## src/common/dac_word_pkg.sv

```systemverilog
// Shared constants for the serial command word decoder.
package dac_word_pkg;
    // =====================================================================
    // Word layout
    localparam int WORD_BITS     = 24;
    localparam int MODE_HI_POS   = 23;
    localparam int MODE_LO_POS   = 22;
    localparam int ADDR_MSB_POS  = 21;
    localparam int ADDR_LSB_POS  = 16;
    localparam int ARG_MSB_POS   = 15;
    localparam int DATA_MSB_POS  = 15;
    localparam int DATA_LSB_POS  = 2;
    localparam int NUM_GROUPS    = 5;
    localparam int GROUP_CHANS   = 8;
    localparam int NUM_CHANS     = 40;
    localparam logic [4:0] WORD_COUNT = 5'h18;
    localparam logic [4:0] COUNT_MAX  = 5'h19;
    // =====================================================================
    // Mode and special function codes
    localparam logic [1:0] MODE_SPECIAL  = 2'h0;
    localparam logic [5:0] FN_NOP        = 6'h00;
    localparam logic [5:0] FN_CTRL       = 6'h01;
    localparam logic [5:0] FN_OFFSET_DAC_VALUE_0       = 6'h02;
    localparam logic [5:0] FN_OFFSET_DAC_VALUE_1       = 6'h03;
    localparam logic [5:0] FN_OFFSET_DAC_VALUE_2       = 6'h04;
    localparam logic [5:0] FN_READ_SEL   = 6'h05;
    localparam logic [5:0] FN_BANK0      = 6'h06;
    localparam logic [5:0] FN_BANK4      = 6'h0A;
    localparam logic [5:0] FN_BANK_ALL   = 6'h0B;
    // =====================================================================
    // Readback selection: class in arg [15:13], own index in arg [12:7]
    localparam logic [2:0] RB_CLASS_OWN  = 3'h4;
    localparam logic [5:0] RB_IDX_CTRL   = 6'h01;
    localparam logic [5:0] RB_IDX_OFFSET_DAC_VALUE_0   = 6'h02;
    localparam logic [5:0] RB_IDX_OFFSET_DAC_VALUE_1   = 6'h03;
    localparam logic [5:0] RB_IDX_OFFSET_DAC_VALUE_2   = 6'h04;
    localparam logic [5:0] RB_IDX_BANK0  = 6'h06;
    localparam logic [5:0] RB_IDX_BANK4  = 6'h0A;
    // =====================================================================
    // Reset values
    localparam logic [2:0]  CTRL_RESET   = 3'h0;
    localparam logic [13:0] OFS_RESET    = 14'h0000;
    localparam logic [39:0] BANK_RESET   = 40'h00_0000_0000;
    localparam logic [15:0] SEL_RESET    = 16'h0000;
endpackage

```

## src/rtl/serial_frame_rx.sv

```systemverilog
// Frame receiver: synchronises the serial pins and assembles 24-bit words.
`timescale 1ns/1ps
module serial_frame_rx
    import dac_word_pkg::*;
(
    // Clock and reset
    input  wire logic                 clk,
    input  wire logic                 rst_n,
    // Serial pins, asynchronous to clk
    input  wire logic                 sync_n_pin,
    input  wire logic                 sclk_pin,
    input  wire logic                 sdi_pin,
    // Word and frame events
    output logic                      word_valid,
    output logic [WORD_BITS-1:0]      word,
    output logic                      frame_start,
    output logic                      frame_end,
    output logic                      sclk_fall
);
    typedef struct packed {
        logic [2:0]           meta;
        logic [2:0]           pins;
        logic                 sclk_prev;
        logic                 sync_prev;
        logic [WORD_BITS-1:0] shift;
        logic [4:0]           count;
        logic                 valid;
        logic [WORD_BITS-1:0] word;
        logic                 start;
        logic                 stop;
        logic                 fall;
    } rx_state_type;

    rx_state_type st_r;
    rx_state_type st_nxt;

    // =====================================================================
    // Next state
    always_comb begin
        st_nxt       = st_r;
        st_nxt.meta  = {sync_n_pin, sclk_pin, sdi_pin};
        st_nxt.pins  = st_r.meta;
        st_nxt.sync_prev = st_r.pins[2];
        st_nxt.sclk_prev = st_r.pins[1];
        st_nxt.valid = 1'b0;
        st_nxt.start = 1'b0;
        st_nxt.stop  = 1'b0;
        st_nxt.fall  = 1'b0;
        if (st_r.sync_prev && !st_r.pins[2]) begin
            st_nxt.count = 5'h00;
            st_nxt.start = 1'b1;
        end else if (!st_r.sync_prev && st_r.pins[2]) begin
            // A frame shorter or longer than one word is dropped.
            st_nxt.stop = 1'b1;
            if (st_r.count == WORD_COUNT) begin
                st_nxt.valid = 1'b1;
                st_nxt.word  = st_r.shift;
            end
        end else if (!st_r.pins[2] && st_r.sclk_prev && !st_r.pins[1]) begin
            st_nxt.fall  = 1'b1;
            st_nxt.shift = {st_r.shift[WORD_BITS-2:0], st_r.pins[0]};
            if (st_r.count != COUNT_MAX) begin
                st_nxt.count = st_r.count + 5'h01;
            end
        end
    end

    // =====================================================================
    // State register
    always_ff @(posedge clk) begin
        if (!rst_n) begin
            st_r <= '0;
            st_r.meta <= 3'h7;
            st_r.pins <= 3'h7;
            st_r.sync_prev <= 1'b1;
            st_r.sclk_prev <= 1'b1;
        end else begin
            st_r <= st_nxt;
        end
    end

    assign word_valid  = st_r.valid;
    assign word        = st_r.word;
    assign frame_start = st_r.start;
    assign frame_end   = st_r.stop;
    assign sclk_fall   = st_r.fall;
endmodule

```

## src/rtl/dac_serial_word_decoder.sv

```systemverilog
// Serial command word decoder: channel steering, special functions, readback.
//
// Contract
// - Address 000000 writes every channel of every group.
// - Address 000 001..101 writes all eight channels of group n-1; 110 and 111 select nothing.
// - Upper address 001..101 writes one channel of group n-1; 110 hits groups 0-4, 111 groups 1-4.
// - A word with both mode bits zero is a special function, never a data write.
// - A special word carries its function code in bits 21:16 and its argument in bits 15:0.
// - Function 000001 loads the three control bits from argument bits 2:0.
// - Functions 000010..000100 load argument bits 13:0 into offset values 0..2.
// - Function 000101 latches the whole argument as the readback selection.
// - Functions 000110..001010 load argument bits 7:0 into bank selects 0..4.
// - Function 001011 loads argument bits 7:0 into all five bank selects.
// - A data write takes its channel selector from word bits 21:16.
// - After a readback selection the register is shifted out during the next frame only.
`timescale 1ns/1ps
module dac_serial_word_decoder
    import dac_word_pkg::*;
(
    // Clock and reset
    input  wire logic                 CLK_SYS,
    input  wire logic                 RST_N,
    // Serial link pins
    input  wire logic                 SYNC_N,
    input  wire logic                 SCLK,
    input  wire logic                 SDI,
    output logic                      SDO,
    output logic                      SDO_OE,
    // Decoded channel write
    output logic                      WR_STROBE,
    output logic [1:0]                WR_MODE,
    output logic [13:0]               WR_DATA,
    output logic [NUM_CHANS-1:0]      WR_CHAN_MASK,
    // Special function registers
    output logic [2:0]                CTRL_BITS,
    output logic [13:0]               OFS_VALUE_0,
    output logic [13:0]               OFS_VALUE_1,
    output logic [13:0]               OFS_VALUE_2,
    output logic [NUM_CHANS-1:0]      BANK_SEL,
    // Per-channel readback
    output logic [15:0]               READ_SEL,
    input  wire logic [13:0]          CHAN_RD_DATA
);
    typedef struct packed {
        logic [2:0]           ctrl;
        logic [13:0]          offset_dac_value_0;
        logic [13:0]          offset_dac_value_1;
        logic [13:0]          offset_dac_value_2;
        logic [NUM_CHANS-1:0] bank;
        logic [15:0]          sel;
        logic                 strobe;
        logic [1:0]           mode;
        logic [13:0]          data;
        logic [NUM_CHANS-1:0] mask;
        logic                 rb_pend;
        logic                 rb_frame;
        logic [WORD_BITS-1:0] rb_shift;
        logic                 sdo;
        logic                 oe;
    } dec_state_type;

    dec_state_type st_r;
    dec_state_type st_nxt;

    logic                 rx_valid;
    logic [WORD_BITS-1:0] rx_word;
    logic                 rx_start;
    logic                 rx_end;
    logic                 rx_fall;
    logic [1:0]           w_mode;
    logic [5:0]           w_addr;
    logic [15:0]          w_arg;

    serial_frame_rx u_rx (
        .clk         (CLK_SYS),
        .rst_n       (RST_N),
        .sync_n_pin  (SYNC_N),
        .sclk_pin    (SCLK),
        .sdi_pin     (SDI),
        .word_valid  (rx_valid),
        .word        (rx_word),
        .frame_start (rx_start),
        .frame_end   (rx_end),
        .sclk_fall   (rx_fall)
    );

    assign w_mode = rx_word[MODE_HI_POS:MODE_LO_POS];
    assign w_addr = rx_word[ADDR_MSB_POS:ADDR_LSB_POS];
    assign w_arg  = rx_word[ARG_MSB_POS:0];

    // =====================================================================
    // Address decode to a 40-bit channel mask
    function automatic logic [NUM_CHANS-1:0] chan_mask(input logic [5:0] a);
        logic [NUM_CHANS-1:0] m;
        m = '0;
        if (a[5:3] == 3'h0) begin
            if (a[2:0] == 3'h0) begin
                m = '1;
            end else if (a[2:0] <= 3'h5) begin
                m = {32'h0, 8'hFF} << (GROUP_CHANS * (a[2:0] - 3'h1));
            end
        end else if (a[5:3] <= 3'h5) begin
            m[GROUP_CHANS * (a[5:3] - 3'h1) + a[2:0]] = 1'b1;
        end else begin
            for (int g = 0; g < NUM_GROUPS; g++) begin
                if (a[5:3] == 3'h6 || g != 0) begin
                    m[GROUP_CHANS * g + a[2:0]] = 1'b1;
                end
            end
        end
        return m;
    endfunction

    // =====================================================================
    // Readback value of the selected register, placed as a data word
    function automatic logic [WORD_BITS-1:0] rb_word(input dec_state_type s,
                                                      input logic [13:0] ext);
        logic [13:0] v;
        logic [5:0]  idx;
        v   = ext;
        idx = s.sel[12:7];
        if (s.sel[15:13] == RB_CLASS_OWN) begin
            v = 14'h0000;
            case (idx)
                RB_IDX_CTRL: v = {11'h000, s.ctrl};
                RB_IDX_OFFSET_DAC_VALUE_0: v = s.offset_dac_value_0;
                RB_IDX_OFFSET_DAC_VALUE_1: v = s.offset_dac_value_1;
                RB_IDX_OFFSET_DAC_VALUE_2: v = s.offset_dac_value_2;
                default: begin
                    if (idx >= RB_IDX_BANK0 && idx <= RB_IDX_BANK4) begin
                        v = {6'h00, s.bank[GROUP_CHANS*(idx-RB_IDX_BANK0) +: 8]};
                    end
                end
            endcase
        end
        return {8'h00, v, 2'h0};
    endfunction

    // =====================================================================
    // Next state
    always_comb begin
        st_nxt        = st_r;
        st_nxt.strobe = 1'b0;
        // Readback frame: load at frame start, shift after each falling edge.
        if (rx_start && st_r.rb_pend) begin
            st_nxt.rb_pend  = 1'b0;
            st_nxt.rb_frame = 1'b1;
            st_nxt.rb_shift = rb_word(st_r, CHAN_RD_DATA);
            st_nxt.sdo      = st_nxt.rb_shift[WORD_BITS-1];
        end else if (rx_fall && st_r.rb_frame) begin
            st_nxt.rb_shift = {st_r.rb_shift[WORD_BITS-2:0], 1'b0};
            st_nxt.sdo      = st_r.rb_shift[WORD_BITS-2];
        end
        if (rx_end && st_r.rb_frame) begin
            st_nxt.rb_frame = 1'b0;
            st_nxt.oe       = 1'b0;
            st_nxt.sdo      = 1'b0;
        end
        if (rx_valid) begin
            if (w_mode != MODE_SPECIAL) begin
                st_nxt.mask   = chan_mask(w_addr);
                st_nxt.mode   = w_mode;
                st_nxt.data   = rx_word[DATA_MSB_POS:DATA_LSB_POS];
                st_nxt.strobe = (chan_mask(w_addr) != '0);
            end else begin
                // Special function word; no channel write.
                case (w_addr)
                    FN_CTRL:     st_nxt.ctrl = w_arg[2:0];
                    FN_OFFSET_DAC_VALUE_0:     st_nxt.offset_dac_value_0 = w_arg[13:0];
                    FN_OFFSET_DAC_VALUE_1:     st_nxt.offset_dac_value_1 = w_arg[13:0];
                    FN_OFFSET_DAC_VALUE_2:     st_nxt.offset_dac_value_2 = w_arg[13:0];
                    FN_READ_SEL: begin
                        st_nxt.sel     = w_arg;
                        st_nxt.rb_pend = 1'b1;
                        st_nxt.oe      = 1'b1;
                    end
                    FN_BANK_ALL: st_nxt.bank = {NUM_GROUPS{w_arg[7:0]}};
                    default: begin
                        if (w_addr >= FN_BANK0 && w_addr <= FN_BANK4) begin
                            st_nxt.bank[GROUP_CHANS*(w_addr-FN_BANK0) +: 8] =
                                w_arg[7:0];
                        end
                    end
                endcase
            end
        end
    end

    // =====================================================================
    // State register
    always_ff @(posedge CLK_SYS) begin
        if (!RST_N) begin
            st_r      <= '0;
            st_r.ctrl <= CTRL_RESET;
            st_r.offset_dac_value_0 <= OFS_RESET;
            st_r.offset_dac_value_1 <= OFS_RESET;
            st_r.offset_dac_value_2 <= OFS_RESET;
            st_r.bank <= BANK_RESET;
            st_r.sel  <= SEL_RESET;
        end else begin
            st_r <= st_nxt;
        end
    end

    assign SDO          = st_r.sdo;
    assign SDO_OE       = st_r.oe;
    assign WR_STROBE    = st_r.strobe;
    assign WR_MODE      = st_r.mode;
    assign WR_DATA      = st_r.data;
    assign WR_CHAN_MASK = st_r.mask;
    assign CTRL_BITS    = st_r.ctrl;
    assign OFS_VALUE_0  = st_r.offset_dac_value_0;
    assign OFS_VALUE_1  = st_r.offset_dac_value_1;
    assign OFS_VALUE_2  = st_r.offset_dac_value_2;
    assign BANK_SEL     = st_r.bank;
    assign READ_SEL     = st_r.sel;
endmodule

```

## config.mk

```make
export PLATFORM = sky130hd
export DESIGN_NAME = dac_serial_word_decoder
export DESIGN_NICKNAME = d
export VERILOG_FILES = /design/src/common/dac_word_pkg.sv /design/src/rtl/serial_frame_rx.sv /design/src/rtl/dac_serial_word_decoder.sv
export SDC_FILE = /design/constraint.sdc
export NUM_CORES = 1
export LEC_CHECK = 0
export ABC_AREA = 1
export ABC_CLOCK_PERIOD_IN_PS = 9050
export BUFFER_PORTS_ARGS = -buffer_cell sky130_fd_sc_hd__buf_2
export CORE_ASPECT_RATIO = 1.2
export CORE_UTILIZATION = 30
export CTS_BUF_LIST = sky130_fd_sc_hd__clkbuf_2
export CTS_CLUSTER_DIAMETER = 100
export DETAILED_ROUTE_END_ITERATION = 12
export SYNTH_ARGS = -nofsm -noshare
export SYNTH_HDL_FRONTEND = slang
export SYNTH_SLANG_ARGS = --single-unit
```

## constraint.sdc

```tcl
create_clock -name CLK_SYS -period 9.05 [get_ports CLK_SYS]
set_input_delay 0.905 -clock CLK_SYS [delete_from_list [all_inputs] [get_ports CLK_SYS]]
set_output_delay 0.905 -clock CLK_SYS [all_outputs]
set_load 0.02 [all_outputs]
```

=== After elaboration in Yosys (flattened, before gate mapping) ===
Index checks and enable logic that the tools add are counted.

* Bitwise logic cells: 9
* Reductions and logical operators: 42
* Shifts and indexed selects: 4
* $lt $le $gt $ge: 18
* $add $sub $neg: 11
* Equal/unequal tests: 14
* Multiplexer cells: 55

{| class="wikitable"
|+ Operators by type and width
! cell !! number
|-
| 40-bit 2-to-1 mux || 23
|-
| 40-bit OR || 4
|-
| 40-bit one-hot mux with 2 select lines || 1
|-
| 14-bit one-hot mux with 4 select lines || 1
|-
| 40-bit bitwise mux || 1
|-
| 40-bit nonzero test || 1
|-
| 8-bit by 34-bit variable shift with 40-bit output (first input constant) || 1
|-
| 40-bit by 33-bit variable part select with 8-bit output || 1
|-
| 8-bit by 34-bit variable part select with 40-bit output || 1
|-
| 8-bit by 32-bit left shift with 40-bit output (first input constant) || 1
|-
| 17-bit 2-to-1 mux || 2
|-
| 32-bit negation with 34-bit output || 1
|-
| 32-bit by 1-bit >= comparator with 1-bit output (second input constant) || 1
|-
| 32-bit by 7-bit < comparator with 1-bit output (second input constant) || 1
|-
| 1-bit demux with 6-bit select || 5
|-
| 3-bit AND reduction || 9
|-
| 25-bit 2-to-1 mux || 1
|-
| 6-bit by 2-bit == test with 1-bit output (second input constant) || 4
|-
| 6-bit by 3-bit == test with 1-bit output (second input constant) || 3
|-
| 1-bit 2-to-1 mux || 16
|-
| 8-bit 2-to-1 mux || 2
|-
| 1-bit logical AND || 15
|-
| 6-bit by 7-bit < comparator with 1-bit output (second input constant) || 2
|-
| 14-bit 2-to-1 mux || 1
|-
| other kinds (33) || 55
|}

* Word-level logic and storage cells: 180
* Register bits after elaboration: 248

=== Depth between registers and ports, before layout ===
* Depth in word-level cells: 30
* Gate-level depth with buffers: 28
* Mapped depth without buffers: 25

=== Modules after synthesis ===
Synthesis repeated with hierarchy kept, for this count alone.

* Cells, all modules: 1936
* Area, all modules: 13369.1 um^2

{| class="wikitable"
|+ By module, submodules not included
! module !! area each (um^2) !! seq. area each (um^2) !! times used !! cells each
|-
| dac_serial_word_decoder || 10790.3 || 3663.5 || 1 || 1615
|-
| serial_frame_rx || 2578.7 || 1301.2 || 1 || 321
|}

=== Worst setup path before layout ===
Ideal clock, no wire load.

* Path type: reg-to-reg
* Start: reg u_rx.st_r, in the netlist u_rx.word[16]
* End: reg st_r, in the netlist BANK_SEL[32]
* Buffers on the path: 3
* Stages on the path, launching flop included: 28
* Setup time: 0.113 ns
* Period minus slack after synthesis: 3.414 ns
* Setup slack: 5.636 ns
* Arrival: 3.301 ns
* Cell sequence: dfxtp_1 > buf_6 > inv_4 > clkbuf_1 > ha_1 > inv_1 > nor2_1 > inv_1 > nor2_2 > nand2_4 > nor2_1 > inv_1 > ha_1 > nor2_1 > nand2_1 > nand3_1 > nand2_1 > inv_1 > nand2_1 > nor2_4 > nand3_4 > nor2_4 > nand2_1 > nand2_1 > nand2_2 > buf_6 > nor2_1 > nor2_1

* Word-level cells in the longest chain between the ends: 6
* Elaborated cells on any way between the ends: 20
* Those cells by class: add/sub: 2; order compare: 2; eq/ne: 6; shift: 2; mux: 3; bitwise: 1; reduce/logical: 4

{| class="wikitable"
|+ RTL lines
! what !! RTL line !! RTL
|-
| from (decl) || serial_frame_rx.sv:34 || <nowiki>rx_state_type st_r;</nowiki>
|-
| from (signal assigned) || serial_frame_rx.sv:78 || <nowiki>st_r <= st_nxt;</nowiki>
|-
| 6-bit by 3-bit subtractor with 7-bit output || dac_serial_word_decoder.sv:180 || <nowiki>st_nxt.bank[GROUP_CHANS*(w_addr-FN_BANK0) +: 8] =</nowiki>
|-
| 32-bit negation with 34-bit output || dac_serial_word_decoder.sv:180 ||
|-
| 8-bit by 34-bit variable part select with 40-bit output / 8-bit by 34-bit variable shift with 40-bit output (equally long branches) || dac_serial_word_decoder.sv:180 ||
|-
| 40-bit bitwise mux || dac_serial_word_decoder.sv:180 ||
|-
| 40-bit 2-to-1 mux || dac_serial_word_decoder.sv:179 || <nowiki>if (w_addr >= FN_BANK0 && w_addr <= FN_BANK4) begin</nowiki>
|-
| 40-bit one-hot mux with 2 select lines || dac_serial_word_decoder.sv:167 || <nowiki>case (w_addr)</nowiki>
|-
| to (signal assigned) || dac_serial_word_decoder.sv:201 || <nowiki>st_r <= st_nxt;</nowiki>
|-
| to (decl) || dac_serial_word_decoder.sv:62 || <nowiki>dec_state_type st_r;</nowiki>
|}

Several ways; a longest one is shown, not always the timed one. The select of a mux whose other input is x is not followed.
A chain may end at the register's enable or synchronous reset.

=== Final worst setup path ===
* Start: reg u_rx.st_r, in the netlist u_rx.word[16]
* End: reg st_r, in the netlist BANK_SEL[13]

Same word-level chain as after synthesis.

==> impl_metrics.yaml <==
worst_setup_path:
  critical_path.top_delay_family: "simple AND/OR/NAND/NOR gates"
  critical_path_class: "flip-flop to flip-flop"
  required_ps: 9900
  critPathMostFrequentCell: "nand2_1"
  critPathBufInv: 5
  cpPeakStageDelay_ps: 560
  critPathLaunchType: "flip-flop"
  slowest_stage: "dfxtp_1"
  endpoint_kind: "flip-flop"
  cp_max_fo: 20
  cp.arrival_ps: 4830
synth:
  synth_edf_count: 0
  synthArstFlopShare: 0
  synth_cell_types: 49
  syn_inst: 1828
  yosys_warnings: 0
  ys_ff_latch: 248
  synth_nets: 1877
  synthTopCellsByCount: "284 x nor2_1, 248 x dfxtp_1, 239 x nand2_1"
  synth_flop_cell: "dfxtp_1"
  netlist_top_cells_area: "dfxtp_1 38%, buf_4 9.1%, o21ai_0 8.4%"
  synth.yosys.seq_area_share: 0.3848
  avgSynthCellArea_um2: 7.058
  yosysMostFrequentCell: "nor2_1"
  synth_top_cell_area_share: 0.3848
  syn_area_um2: 12900
  synth_top_area_cell: "dfxtp_1"
finish:
  seq_area_um2: 4965
  multi_input_area_um2: 5712
  syn_to_final_growth_pct: 5.741
  fin_nets: 1901
  finalNonFillerCells: 2449
  fillers: 4687
  drive_gt1_frac: 0.1721
  utilization: 0.3243
floorplanning:
  die_y_um: 229.2
  ios: 179
  start_util: 0.3067
  die_area_um2: 43840
  die_w_um: 191.3
  coreArea_um2: 42070
  rows: 82
placement:
  gp_congestion: 0.9103
  dp_cells: 2328
  hpwl_um: 29500
  portBuffers: 178
routing:
  dr.pass1.iters: 7
  ant_nets: 0
  initialDrtViolationCount: 738
  detail_route.wl_per_cell_um: 16.75
  drc_errors: 0
  viasPerCell: 4.902
  vias: 12010
  routed_wl_um: 41030
global_routing:
  grt_usage: 0.1854
  grt_pass1_vias: 11410
  grt_max_degree: 110
  gr-total-overflow: 0
  antenna_found_initial: 3
  grt_pass1_wl_um: 63370
power:
  ir_worst_vdd_mv: 0.05756
  p_leak_nw: 6.399
  power-per-cell-area_nw_per_um2: 140.4
sta:
  slew_viol_final: 0
  max_freq_mhz: 251.4
  hold_viol_final: 0
  period_share: 0.4396
  tightestPinTransition_ps: 1141
  finClkSkew_ps: 107.9
  rsz0062_at_grt: "no"
  relSlewSlack: 0.2366
  min_period_ps: 3978
  setup_viol: 0
  whs_ps: 162.9
  finalSetupTns_ps: 0
clock_tree:
  postCtsSetupBuffers: 0
  h-tree-depth: 3
  holdBufCountCts: 0
  path_clk_slew_ps: 100
  clockBufferDepth: 3
  clock-sinks: 248
  cts_repair_resize_count: 0
  tritoncts: "built"
  clock_latency_ps: 910
  cts_root_buffer: "clkbuf_2"
  cts_buffers: 68
outcome:
  status: "completed"
hold_path:
  worstHoldPathType: "primary input to flip-flop"
job:
  max_cap_viol_count: 0
-- cell usage in the layout, fill, tap and decap left out, types with 4 or more instances in the layout --
| cell | count |
|---|---|
| o21ai_0 | 216 |
| clkinv_1 | 20 |
| nand2_2 | 7 |
| clkinv_2 | 4 |
| nand3_1 | 88 |
| ha_1 | 30 |
| nor2_1 | 283 |
| o221a_2 | 4 |
| a22oi_1 | 10 |
| buf_4 | 12 |
| clkbuf_2 | 91 |
| nand4_1 | 11 |
| nor4_1 | 4 |
| buf_2 | 177 |
| o221ai_1 | 4 |
| a31oi_1 | 12 |
| dfxtp_1 | 248 |
| nor3_1 | 26 |
| inv_1 | 184 |
| o2111ai_1 | 6 |
| nand2_1 | 239 |
| nor2_4 | 5 |
| o211ai_1 | 21 |
| a21oi_1 | 152 |
| or2_2 | 6 |
-- through the flow --
step	instance area, µm²	total power (W)	worst slack [ps]
2_1_floorplan	12900	0.001143	5636
3_3_place_gp	13050	0.001155	5251
3_5_place_dp	13050	0.001155	5092
4_1_cts	13640	0.001950	5080
5_1_grt	13640	0.002020	4562
6_report	13640	0.001916	5072
-- cell families after synthesis --
group / count (synthesis) / synth area share
simple gates: 685 / 0.2263
compound gates: 437 / 0.1846
buf+inv: 425 / 0.1731
flops: 248 / 0.3848
fa+ha+maj: 30 / 0.02909
xor+xnor: 3 / 0.002037
-- cell type report --
| cell class | instances | area share |
|---|---|---|
| timing repair buffer | 189 | 0.07153 |
| antenna | 3 | 0.0005503 |
| sequential | 248 | 0.3639 |
| clock inverter | 27 | 0.009446 |
| clock buffer | 91 | 0.03338 |
| inverter | 190 | 0.05246 |
| multi-input combinational | 1155 | 0.4187 |
| tap | 546 | 0.05007 |
-- routing by layer --
metal	vias to the layer above	share of wire	track usage
met5	-	0	0
met4	0	0.033	0.08234
met3	85	0.061	0.04107
met2	362	0.48	0.3103
met1	5654	0.43	0.2250
li1	5904	-	-
-- sequential cells by signal, indices dropped and copies added (netlist names), 2 cells and up --
register / flops
WR_CHAN_MASK: 40
u_rx.st_nxt: 5
u_rx.word: 24
WR_DATA: 14
OFS_VALUE_1: 14
OFS_VALUE_2: 14
WR_MODE: 2
u_rx.st_r: 32
CTRL_BITS: 3
OFS_VALUE_0: 14
BANK_SEL: 40
READ_SEL: 16
st_r: 23
-- power breakdown --
part	switching (W)	internal (W)
logic	0.0000250	0.0000103
registers	0.00000139	0.00109
clock network	0.000505	0.000280
total	0.000532	0.00138
-- final timing paths --
check / from / end / slack [ps] / depth (start not counted)
hold / removal: SYNC_N / u_rx.st_nxt[61]$_SDFF_PN1_ / 160 / 2
setup reg to reg: u_rx.word[16]$_SDFFE_PN0P_ / BANK_SEL[13]$_SDFFE_PN0P_ / 5070 / 25
setup / recovery: u_rx.word[16]$_SDFFE_PN0P_ / BANK_SEL[13]$_SDFFE_PN0P_ / 5070 / 25
hold reg to reg: u_rx.st_nxt[61]$_SDFF_PN1_ / u_rx.st_nxt[57]$_SDFF_PN1_ / 430 / 1
Note: power is estimated with default switching activity, not from simulation.
